===== src/design/loop_cfg_pkg.sv =====
// Purpose: constants for the fractional loop configuration block
// Assumes: apb with 32-bit data, word-aligned registers
// Notes: offsets are byte addresses
package loop_cfg_pkg;
   localparam logic [11:0] OFF_CTRL = 12'h000;
   localparam logic [11:0] OFF_MULT = 12'h004;
   localparam logic [11:0] OFF_NUM = 12'h008;
   localparam logic [11:0] OFF_DEN = 12'h00C;
   localparam logic [11:0] OFF_RATIO = 12'h010;
   localparam logic [11:0] OFF_SMULT = 12'h014;
   localparam logic [11:0] OFF_SNUM = 12'h018;
   localparam logic [11:0] OFF_SDEN = 12'h01C;
   localparam logic [11:0] OFF_SRATIO = 12'h020;
   localparam logic [11:0] OFF_ACTIVE = 12'h024;
   localparam logic [11:0] OFF_STATUS = 12'h028;
   // control: bit0 loop enable, bit1 sync enable, bit15 apply strobe
   localparam int CTRL_ENA_BIT = 0;
   localparam int CTRL_SYNC_BIT = 1;
   localparam int CTRL_APPLY_BIT = 15;
   // ratio reg: [3:0] primary ratio, [7:4] gain, [9:8] predivider
   localparam int RATIO_LSB = 0;
   localparam int GAIN_LSB = 4;
   localparam int PREDIV_LSB = 8;
   // sync ratio reg: [2:0] ratio, [7:4] gain, [8] bandwidth, [11:10] predivider
   localparam int SRATIO_LSB = 0;
   localparam int SGAIN_LSB = 4;
   localparam int SBW_BIT = 8;
   localparam int SPREDIV_LSB = 10;
   localparam logic [9:0] MULT_RST = 10'h008;
   localparam logic [15:0] NUM_RST = 16'h0018;
   localparam logic [15:0] DEN_RST = 16'h007D;
   localparam logic [3:0] RATIO_RST = 4'h0;
   localparam logic [3:0] GAIN_RST = 4'h0;
   localparam logic [1:0] PREDIV_RST = 2'h0;
   localparam logic [9:0] SMULT_RST = 10'h000;
   localparam logic [15:0] SNUM_RST = 16'h0000;
   localparam logic [15:0] SDEN_RST = 16'h0000;
   localparam logic [2:0] SRATIO_RST = 3'h0;
   localparam logic [4:0] SYNC_RATIO_MAX = 5'h10;
   typedef enum logic [0:0] {
      FRAC_RATIONAL = 1'b0,
      FRAC_BINARY16 = 1'b1
   } frac_mode_t;
endpackage


===== src/design/apply_stage.sv =====
// Purpose: active multiplier pair with staged apply
// Assumes: loads come from the apb write path
// Notes: pair changes in one edge on apply; with the loop disabled each direct write loads one member
`timescale 1ns/10ps
module apply_stage (
   // clock and reset
   input wire logic pclk,
   input wire logic presetn,
   // control
   input wire logic loop_enable,
   input wire logic apply_pulse,
   input wire logic direct_mult_we,
   input wire logic direct_num_we,
   // staged values
   input wire logic [9:0] pend_mult,
   input wire logic [15:0] pend_num,
   // active pair
   output logic [9:0] act_mult,
   output logic [15:0] act_num
);
   import loop_cfg_pkg::*;
   logic [9:0] mult_r, mult_nxt;
   logic [15:0] num_r, num_nxt;
   always_comb begin
      mult_nxt = mult_r;
      num_nxt = num_r;
      if (!loop_enable) begin
         if (direct_mult_we) mult_nxt = pend_mult;
         if (direct_num_we) num_nxt = pend_num;
      end else if (apply_pulse) begin
         mult_nxt = pend_mult;
         num_nxt = pend_num;
      end
   end
   always_ff @(posedge pclk or negedge presetn) begin
      if (!presetn) begin
         mult_r <= MULT_RST;
         num_r <= NUM_RST;
      end else begin
         mult_r <= mult_nxt;
         num_r <= num_nxt;
      end
   end
   assign act_mult = mult_r;
   assign act_num = num_r;
endmodule


===== src/design/fractional_loop_config.sv =====
// Purpose: register file and parameter update for a fractional locked loop
// Assumes: apb slave, zero wait states, registers at word offsets
// Notes: decoded ratios and fraction mode drive the analog loop
`timescale 1ns/10ps
module fractional_loop_config (
   // apb
   input wire logic pclk,
   input wire logic presetn,
   input wire logic psel,
   input wire logic penable,
   input wire logic pwrite,
   input wire logic [11:0] paddr,
   input wire logic [31:0] pwdata,
   output logic [31:0] prdata,
   output logic pready,
   output logic pslverr,
   // loop settings
   output logic loop_enable,
   output logic sync_path_enable,
   output logic [9:0] integer_multiplier,
   output logic [15:0] fraction_numerator,
   output logic [15:0] fraction_denominator,
   output logic [4:0] primary_divide_ratio,
   output logic [3:0] primary_loop_gain,
   output logic [1:0] primary_ref_predivider,
   output loop_cfg_pkg::frac_mode_t frac_mode,
   // synchroniser settings
   output logic [9:0] sync_integer_multiplier,
   output logic [15:0] sync_fraction_numerator,
   output logic [15:0] sync_fraction_denominator,
   output logic [4:0] sync_divide_ratio,
   output logic [3:0] sync_loop_gain,
   output logic sync_bandwidth_select,
   output logic [1:0] sync_ref_predivider
);
   import loop_cfg_pkg::*;

   function automatic logic [4:0] dec_primary(input logic [3:0] code);
      dec_primary = {1'b0, code} + 5'h01;
   endfunction

   function automatic logic [4:0] dec_sync(input logic [2:0] code);
      if (code[2]) dec_sync = SYNC_RATIO_MAX;
      else dec_sync = 5'(5'h01 << code[1:0]);
   endfunction

   logic ena_r, ena_nxt, sena_r, sena_nxt;
   logic [9:0] pmult_r, pmult_nxt, smult_r, smult_nxt;
   logic [15:0] pnum_r, pnum_nxt, den_r, den_nxt, snum_r, snum_nxt, sden_r, sden_nxt;
   logic [3:0] ratio_r, ratio_nxt, gain_r, gain_nxt, sgain_r, sgain_nxt;
   logic [1:0] prediv_r, prediv_nxt, sprediv_r, sprediv_nxt;
   logic [2:0] sratio_r, sratio_nxt;
   logic sbw_r, sbw_nxt;
   logic [31:0] rdata_r, rdata_nxt;
   logic slverr_r, slverr_nxt;
   logic apply_r, apply_nxt, mwe_r, mwe_nxt, nwe_r, nwe_nxt;
   logic [9:0] act_mult;
   logic [15:0] act_num;
   logic wr, setup, rd_setup, hit;
   logic pready_r, pready_nxt;

   assign wr = psel && penable && pwrite;
   // read data and error load in setup, so they stand in the access cycle
   assign setup = psel && !penable;
   assign rd_setup = setup && !pwrite;

   always_comb begin
      ena_nxt = ena_r;
      sena_nxt = sena_r;
      pmult_nxt = pmult_r;
      pnum_nxt = pnum_r;
      den_nxt = den_r;
      ratio_nxt = ratio_r;
      gain_nxt = gain_r;
      prediv_nxt = prediv_r;
      smult_nxt = smult_r;
      snum_nxt = snum_r;
      sden_nxt = sden_r;
      sratio_nxt = sratio_r;
      sgain_nxt = sgain_r;
      sbw_nxt = sbw_r;
      sprediv_nxt = sprediv_r;
      rdata_nxt = rdata_r;
      slverr_nxt = 1'b0;
      apply_nxt = 1'b0;
      mwe_nxt = 1'b0;
      nwe_nxt = 1'b0;
      hit = 1'b1;
      if (paddr == OFF_CTRL) begin
         if (wr) begin
            ena_nxt = pwdata[CTRL_ENA_BIT];
            sena_nxt = pwdata[CTRL_SYNC_BIT];
            apply_nxt = pwdata[CTRL_APPLY_BIT] && ena_r;
         end
         rdata_nxt = {30'h0, sena_r, ena_r};
      end else if (paddr == OFF_MULT) begin
         if (wr) pmult_nxt = pwdata[9:0];
         mwe_nxt = wr;
         rdata_nxt = {22'h0, pmult_r};
      end else if (paddr == OFF_NUM) begin
         if (wr) pnum_nxt = pwdata[15:0];
         nwe_nxt = wr;
         rdata_nxt = {16'h0, pnum_r};
      end else if (paddr == OFF_DEN) begin
         if (wr) den_nxt = pwdata[15:0];
         rdata_nxt = {16'h0, den_r};
      end else if (paddr == OFF_RATIO) begin
         if (wr) begin
            ratio_nxt = pwdata[RATIO_LSB +: 4];
            gain_nxt = pwdata[GAIN_LSB +: 4];
            prediv_nxt = pwdata[PREDIV_LSB +: 2];
         end
         rdata_nxt = {22'h0, prediv_r, gain_r, ratio_r};
      end else if (paddr == OFF_SMULT) begin
         if (wr) smult_nxt = pwdata[9:0];
         rdata_nxt = {22'h0, smult_r};
      end else if (paddr == OFF_SNUM) begin
         if (wr) snum_nxt = pwdata[15:0];
         rdata_nxt = {16'h0, snum_r};
      end else if (paddr == OFF_SDEN) begin
         if (wr) sden_nxt = pwdata[15:0];
         rdata_nxt = {16'h0, sden_r};
      end else if (paddr == OFF_SRATIO) begin
         if (wr) begin
            sratio_nxt = pwdata[SRATIO_LSB +: 3];
            sgain_nxt = pwdata[SGAIN_LSB +: 4];
            sbw_nxt = pwdata[SBW_BIT];
            sprediv_nxt = pwdata[SPREDIV_LSB +: 2];
         end
         rdata_nxt = {20'h0, sprediv_r, 1'b0, sbw_r, sgain_r, 1'b0, sratio_r};
      end else if (paddr == OFF_ACTIVE) begin
         rdata_nxt = {6'h0, act_mult, act_num};
      end else if (paddr == OFF_STATUS) begin
         rdata_nxt = {22'h0, primary_divide_ratio, sync_divide_ratio};
      end else begin
         hit = 1'b0;
         rdata_nxt = 32'h0;
      end
      if (!rd_setup) rdata_nxt = rdata_r;
      if (setup && !hit) slverr_nxt = 1'b1;
      pready_nxt = setup;
   end

   always_ff @(posedge pclk or negedge presetn) begin
      if (!presetn) begin
         ena_r <= 1'b0;
         sena_r <= 1'b0;
         pmult_r <= MULT_RST;
         pnum_r <= NUM_RST;
         den_r <= DEN_RST;
         ratio_r <= RATIO_RST;
         gain_r <= GAIN_RST;
         prediv_r <= PREDIV_RST;
         smult_r <= SMULT_RST;
         snum_r <= SNUM_RST;
         sden_r <= SDEN_RST;
         sratio_r <= SRATIO_RST;
         sgain_r <= GAIN_RST;
         sbw_r <= 1'b0;
         sprediv_r <= PREDIV_RST;
         rdata_r <= 32'h0;
         slverr_r <= 1'b0;
         pready_r <= 1'b0;
         apply_r <= 1'b0;
         mwe_r <= 1'b0;
         nwe_r <= 1'b0;
      end else begin
         ena_r <= ena_nxt;
         sena_r <= sena_nxt;
         pmult_r <= pmult_nxt;
         pnum_r <= pnum_nxt;
         den_r <= den_nxt;
         ratio_r <= ratio_nxt;
         gain_r <= gain_nxt;
         prediv_r <= prediv_nxt;
         smult_r <= smult_nxt;
         snum_r <= snum_nxt;
         sden_r <= sden_nxt;
         sratio_r <= sratio_nxt;
         sgain_r <= sgain_nxt;
         sbw_r <= sbw_nxt;
         sprediv_r <= sprediv_nxt;
         rdata_r <= rdata_nxt;
         slverr_r <= slverr_nxt;
         pready_r <= pready_nxt;
         apply_r <= apply_nxt;
         mwe_r <= mwe_nxt;
         nwe_r <= nwe_nxt;
      end
   end

   apply_stage u_apply (
      .pclk(pclk),
      .presetn(presetn),
      .loop_enable(ena_r),
      .apply_pulse(apply_r),
      .direct_mult_we(mwe_r),
      .direct_num_we(nwe_r),
      .pend_mult(pmult_r),
      .pend_num(pnum_r),
      .act_mult(act_mult),
      .act_num(act_num)
   );

   // registered outputs, straight from flip-flops
   logic [4:0] pratio_dec_r, sratio_dec_r;
   logic [15:0] den_out_r;
   always_ff @(posedge pclk or negedge presetn) begin
      if (!presetn) begin
         pratio_dec_r <= 5'h01;
         sratio_dec_r <= 5'h01;
         den_out_r <= DEN_RST;
      end else begin
         pratio_dec_r <= dec_primary(ratio_r);
         sratio_dec_r <= dec_sync(sratio_r);
         den_out_r <= sena_r ? 16'h0000 : den_r;
      end
   end

   assign prdata = rdata_r;
   assign pready = pready_r;
   assign pslverr = slverr_r;
   assign loop_enable = ena_r;
   assign sync_path_enable = sena_r;
   assign integer_multiplier = act_mult;
   assign fraction_numerator = act_num;
   assign fraction_denominator = den_out_r;
   assign primary_divide_ratio = pratio_dec_r;
   assign primary_loop_gain = gain_r;
   assign primary_ref_predivider = prediv_r;
   assign frac_mode = sena_r ? FRAC_BINARY16 : FRAC_RATIONAL;
   assign sync_integer_multiplier = smult_r;
   assign sync_fraction_numerator = snum_r;
   assign sync_fraction_denominator = sden_r;
   assign sync_divide_ratio = sratio_dec_r;
   assign sync_loop_gain = sgain_r;
   assign sync_bandwidth_select = sbw_r;
   assign sync_ref_predivider = sprediv_r;
endmodule


===== config.mk =====
export PLATFORM = sky130hd
export DESIGN_NAME = fractional_loop_config
export DESIGN_NICKNAME = d
export VERILOG_FILES = /design/src/design/loop_cfg_pkg.sv /design/src/design/apply_stage.sv /design/src/design/fractional_loop_config.sv
export SDC_FILE = /design/constraint.sdc
export NUM_CORES = 1
export LEC_CHECK = 0
export BUFFER_PORTS_ARGS = -buffer_cell sky130_fd_sc_hd__buf_2
export CELL_PAD_IN_SITES_DETAIL_PLACEMENT = 0
export CELL_PAD_IN_SITES_GLOBAL_PLACEMENT = 1
export CORE_AREA = 2 2 183 131
export DETAILED_ROUTE_END_ITERATION = 6
export DIE_AREA = 0 0 185 133
export GPL_TIMING_DRIVEN = 0
export PLACE_DENSITY_LB_ADDON = 0.3
export SKIP_LAST_GASP = 1
export SYNTH_ARGS = -nofsm -noshare
export SYNTH_HDL_FRONTEND = slang
export SYNTH_SLANG_ARGS = --single-unit

===== constraint.sdc =====
create_clock -name pclk -period 1.8 [get_ports pclk]
set_input_delay 0.36 -clock pclk [delete_from_list [all_inputs] [get_ports pclk]]
set_output_delay 0.36 -clock pclk [all_outputs]
set_load 0.05 [all_outputs]

* Yosys cells after proc, flatten, opt, wreduce, memory -nomap -nowiden
Index checks and enable logic that the tools add are counted.
** Operators by class
- Shifts and indexed selects :: 1
- Bitwise gates (word level) :: 8
- $add $sub $neg :: 1
- Equality and inequality tests :: 11
- Multiplexer cells :: 39
- Reductions and logical operators :: 23
** Operators with widths (number)
- 26-bit 2-to-1 mux :: 10
- 16-bit 2-to-1 mux :: 4
- 12-bit by 5-bit equality test with 1-bit output (second input constant) :: 4
- 10-bit 2-to-1 mux :: 4
- 12-bit by 6-bit equality test with 1-bit output (second input constant) :: 3
- 12-bit by 4-bit equality test with 1-bit output (second input constant) :: 2
- 1-bit 2-to-1 mux :: 20
- 12-bit by 3-bit equality test with 1-bit output (second input constant) :: 1
- 12-bit zero test :: 1
- 10-bit AND reduction :: 1
- 9-bit AND reduction :: 1
- 1-bit inverter :: 8
- 8-bit AND reduction :: 1
- 7-bit AND reduction :: 1
- 1-bit logical AND :: 6
- 2-bit AND reduction :: 3
- 6-bit AND reduction :: 1
- 4-bit by 1-bit adder with 5-bit output (second input constant) :: 1
- 5-bit 2-to-1 mux :: 1
- 5-bit AND reduction :: 1
- 1-bit by 2-bit left shift with 5-bit output (first input constant) :: 1
- 4-bit AND reduction :: 1
- 2-bit nonzero test :: 2
- 1-bit zero test :: 3
- 2 further kinds :: 2
** Storage, ports and cells
- Register bits :: 195
- Word-level logic and storage cells :: 109
- Input bits :: 49

* Logic depth before layout (Yosys ltp)
- Depth in word-level cells :: 15
- Depth in mapped cells :: 8
- Gate-level depth less buffers :: 5

* Cells and area by module
Synthesis repeated with hierarchy kept, for this count alone.
** Second synthesis, totals
- Cells, all modules :: 696
- Area, all modules :: 8619.5 sq um
** Modules (own cells, without submodules)
- fractional_loop_config :: area an instance 7624.8 sq um, instances 1, cells an instance 641, seq. area each 4100.2 sq um
- apply_stage :: area an instance 994.7 sq um, instances 1, cells an instance 55, seq. area each 654.4 sq um

* Worst setup path before layout
OpenSTA, ideal clock, no wires.
- Path kind :: reg-to-reg
- Start :: reg ena_r (netlist: loop_enable)
- End :: reg u_apply.num_r[10] (netlist: u_apply.act_num[10])
- Setup time :: 0.125 ns
- Period minus slack after synthesis :: 2.249 ns
- Buffers on the path :: 2
- Slack :: -0.449 ns
- Cell stages (with the launch flop) :: 5
- Arrival time :: 2.125 ns
- Cells stage by stage :: dfrtp_1 clkbuf_1 mux2i_1 clkbuf_1 mux2_2
** Between the ends
- Longest elaborated chain between the ends :: 2
- Elaborated cells on any way between the ends :: 4
- Those cells by class :: eq/ne: 1; mux: 1; reduce/logical: 2
** Ends and longest elaborated chain
- from (decl) :: RTL line fractional_loop_config.sv:47 : logic ena_r, ena_nxt, sena_r, sena_nxt;
- from (signal assigned) :: RTL line fractional_loop_config.sv:168 : ena_r <= ena_nxt;
- 2-bit by 1-bit != test with 1-bit output (no source line) or 2-bit nonzero test (tied branches)
- 2-bit AND reduction (no source line)
- to (signal assigned) :: RTL line apply_stage.sv:41 : num_r <= num_nxt;
- to (decl) :: RTL line apply_stage.sv:23 : logic [15:0] num_r, num_nxt;
Parallel ways exist; a longest one is shown, timed or not.
A chain may end at the register's enable or synchronous reset.

* Final worst setup path
- Start :: in paddr[10]
- End :: reg sbw_r (netlist: sync_bandwidth_select)
** Between the ends
- Longest elaborated chain between the ends :: 3
- Elaborated cells on any way between the ends :: 18
- Those cells by class :: eq/ne: 8; bitwise: 8; reduce/logical: 2
** Ends and longest elaborated chain
- from (decl) :: RTL line fractional_loop_config.sv:12 : input wire logic [11:0] paddr,
- 12-bit by 5-bit equality test with 1-bit output, or another cell as far along :: RTL line fractional_loop_config.sv:120 : end else if (paddr == OFF_SDEN) begin
- 1-bit inverter (no source line)
- 10-bit AND reduction (no source line) *
- to (signal assigned) :: RTL line fractional_loop_config.sv:181 : sbw_r <= sbw_nxt;
- to (decl) :: RTL line fractional_loop_config.sv:53 : logic sbw_r, sbw_nxt;
Every way passes the cells marked *; elsewhere a longest branch is shown, timed or not.

==> run summary <==
Share of synthesized area occupied by flip-flops and latches: 54.12%. After filler insertion, the fill cell instance count of the layout stands at 2,113. In this run the worst path has a maximum fanout of 5.

For the largest vdd supply drop, the log shows 668.3 uV. In this run the worst hold path is classified as in -> reg. After synthesis the netlist holds a flip-flop and latch count of 189. Across the run, the number of max-cap violations was 0. Entering global routing, the biggest net connects 98 pins. The routed design could run at a clock period as short as 1.873 ns.

The number of vias per cell after detailed routing was 5.695. The count of synthesis-stage warnings from yosys is 0, and the headroom to the max-slew limit is 37.36%. The floorplan step set the die width to 185 um. Dividing total power by cell area gives a power density of 736.6 nW/um2. Detailed placement finished with a half-perimeter wire length of 22,810 um.

During placement, the flow inserted port buffers numbering 166. Of all flip-flops after synthesis, the portion carrying an async set or reset was 100.0%. The logs give 2.244 mW for the switching component of the power and 0 for the count of antenna-violating nets left after detailed routing. For this configuration, the core starts out at a cell density of 38.11%. The final reports fail on setup timing.

After global routing the overflow that remains totals 0. The tools report the total chip power as 8.531 mW. The final layout contains routed wiring with a total length of 32,580 um. The final setup skew came out at 0.01306 ns. STA puts the critical path data arrival time at 2.20 ns. The synthesized area per cell came out at 12.05 um2. TritonCTS built the clock tree. The logs give 72 for the distinct cell type count after synthesis and 11,580 um2 for the summed area of non-filler cells in the final layout.

In this run the vertical extent of the chip is 133 um. The total number of clock tree sinks came out at 189. The run gives 0 as the number of antenna violations at the first check in global routing. Ranked by total cell area, the synthesized netlist is headed by sky130_fd_sc_hd__dfrtp_1 (48%), sky130_fd_sc_hd__mux2_2 (17%), sky130_fd_sc_hd__dfstp_2 (6.0%). Detailed routing inserted a total of 7,352 vias. The later pin in the worst-skew pair is clocked with a latency of 0.45 ns. Routability-driven placement congestion ratio: 0.9565. Counting flops with a built-in enable in the synthesized netlist gives 0. Synthesis-to-finish area growth: 31.83%. The worst setup path is launched from an input pin. The share of the clock period used by the worst path after layout was 104.0%. The global-route wire length before repair is 47,000 um, and the number of buffers on the longest clock path is 2. Counting every instance in the synthesized netlist gives 729. The maximum clock frequency came out at 0.5340 GHz.

The run gives 0 as the hold violation count in the final report. The logs give 5 for the number of detailed-route iterations in the first pass and 6,988 for the via count of the first global-routing pass. The critical path start-end classification is in -> reg. In the synthesized netlist, the cells that appear most often are sky130_fd_sc_hd__dfrtp_1 (169), sky130_fd_sc_hd__mux2_2 (131), sky130_fd_sc_hd__nand2_1 (41). The run finished, with violations left.

The die covers 24,610 um2. The initial detailed-routing violation count is 773. The slew at the pin closest to its max-slew limit was 0.9325 ns. Hold is met by 0.1887 ns. The final-stage net count is 1,010. In this run the standard cell core region covers 23,050 um2.

In this run, CTS created clock tree buffers numbering 17. The dominant synthesized flop cell is sky130_fd_sc_hd__dfrtp_1. The synthesized design devotes to its leading area cell type 48.13% of total area.

Of all cell types, the one taking the most synthesized area is sky130_fd_sc_hd__dfrtp_1. For the reported leakage power, the log shows 5.709 nW. The utilization after layout came out at 50.24%. The buffer cell driving the clock tree root is sky130_fd_sc_hd__clkbuf_16.

Clock-pin slew was measured on the worst setup and hold paths at 0.07 ns. Proportion of power drawn by the clock network: 41.5%. Internal power comes to 6.288 mW.

Setup repair after global routing could not meet its margin everywhere. Cells with a size suffix above 1 make up 50.15% of the layout. In the final timing run, aggregate negative setup slack is -0.4918 ns. Summing every instance area after synthesis gives 8786 um2.

Net switching is 26.30% of the power. After detailed placement, the total cell area comes to 10,370 um2. The worst setup path is captured at a flip-flop.

The number of setup violations in the final report is 18. The total number of placement rows was 47. The logs give 2.13 ns for the required time at the endpoint of the critical path and 26.78% for the overall fraction of global-route tracks in use.

Dominant cell by count in the synthesized netlist: sky130_fd_sc_hd__dfrtp_1. Dividing the detail-routed wire length by the instance count gives 25.24 um. The worst setup slack after layout was -0.07261 ns.

The repair_antennas step left the layout with diodes totalling 0. The share of total power dissipated in sequential elements is 50.2%. For this run, design rule violations remaining after detail routing come to 0.

The I/O pin count was 193. In this run, the combinational gates consume 8.3% of the power. For the count of pins over their slew limit, the log shows 0. CTS built an H-tree with a depth of 4.
==> placed cells by master (no fill, tap or decap), drive strengths merged, types with 4 or more instances in the layout <==
cell type,n
a21oi,38
a211oi,5
conb,6
mux2i,7
clkbuf,47
o21ai,31
o31ai,7
o22ai,10
a22o,11
a31oi,6
nor3,7
nand3,19
or4,4
or4b,4
dfrtp,169
nand2,41
a221oi,4
inv,15
nor4,10
and2,4
nor4b,5
buf,232
nor2,24
nor2b,20
mux2,131
and3,8
o211ai,6
a2bb2oi,5
a22oi,11
nand2b,7
dfstp,20
or3b,4
==> repair_timing <==
item | in CTS | in global routing
hold endpoints to repair | 81 | 0
hold buffers | 1 | 0
cloned | 0 | 2
endpoints found under the setup margin | 117 | 64
pin swaps | 12 | 12
buffers inserted | 19 | 20
gates resized for setup | 42 | 42
==> path summary, 6_finish.rpt <==
check	start	to	slack, ns	depth (start not counted)
hold / removal	pwdata[15]	apply_r	0.19	3
min in group asynchronous	presetn	fraction_denominator[1]	0.55	2
max in group asynchronous	presetn	fraction_denominator[6]	0.29	3
setup / recovery	paddr[10]	sync_bandwidth_select	-0.07	6
setup reg to reg	loop_enable	u_apply.act_num[5]	0.05	4
hold reg to reg	ratio_r[0]	primary_divide_ratio[0]	0.47	1
==> final cells by class <==
cell class                      instances  area [um2]  area share, %
Clock buffer                           21       450.4          3.889
Tap cell                              318       397.9          3.435
Buffer                                 50       447.9          3.867
Sequential cell                       189        4757          41.07
Timing Repair Buffer                  209        1291          11.15
Inverter                                9       33.78         0.2917
Clock inverter                         11       82.58         0.7130
Multi-Input combinational cell        484        4121          35.58
==> registers in the layout, summed over array words and instances, names as in the netlist, 5 cells and up <==
signal                     flops
sync_integer_multiplier       10
pmult_r                       10
sync_fraction_denominator     16
fraction_denominator          16
primary_divide_ratio           5
prdata                        26
pnum_r                        16
sync_fraction_numerator       16
u_apply.act_mult              10
sync_divide_ratio              5
den_r                         16
u_apply.act_num               16
==> logic make-up after synthesis <==
| logic type | Yosys count | synth area share (%) |
|---|---|---|
| AOI/OAI and AO/OA | 161 | 12.30 |
| and+or+nand+nor | 175 | 12.16 |
| DFF | 189 | 54.12 |
| other | 1 | 0.04268 |
| muxes | 139 | 17.84 |
| adders and majority gates | 1 | 0.1424 |
| xor gates and xnor gates | 2 | 0.1994 |
| buffers and inverters | 61 | 3.190 |
==> metal layers <==
| layer | vias up | global-route usage, % | part of all wire (%) |
|---|---|---|---|
| li1 | 3170 | - | - |
| met5 | - | 0 | 0 |
| met4 | 0 | 8.951 | 2.7 |
| met3 | 53 | 6.991 | 9.1 |
| met2 | 376 | 35.66 | 40 |
| met1 | 3753 | 41.60 | 48 |
==> critical path, cell delays in order <==
cell and delay [ns]:
sky130_fd_sc_hd__buf_8 0.09, sky130_fd_sc_hd__or4_4 0.59, sky130_fd_sc_hd__buf_12 0.17, sky130_fd_sc_hd__nor4_4 0.43, sky130_fd_sc_hd__clkbuf_16 0.25, sky130_fd_sc_hd__mux2_4 0.30
==> power by group through the flow <==
stage	registers (mW)	clock network [mW]	logic (mW)
final	4.28	3.54	0.704
after global routing	4.28	3.81	0.745
after CTS	4.28	3.61	0.670
after detailed placement	4.36	0	0.637
after global placement	4.36	0	0.626
after floorplan	4.42	0	0.267
==> per-stage QoR <==
stage	cells	setup WS, ns
after CTS	1270	-0.02507
final	1291	-0.07261
after global routing	1291	-0.06188
after floorplan	734	-0.4012
after detailed placement	1219	-1.195
after global placement	1218	-3.162
No activity file was read; power rests on OpenSTA's default activity.
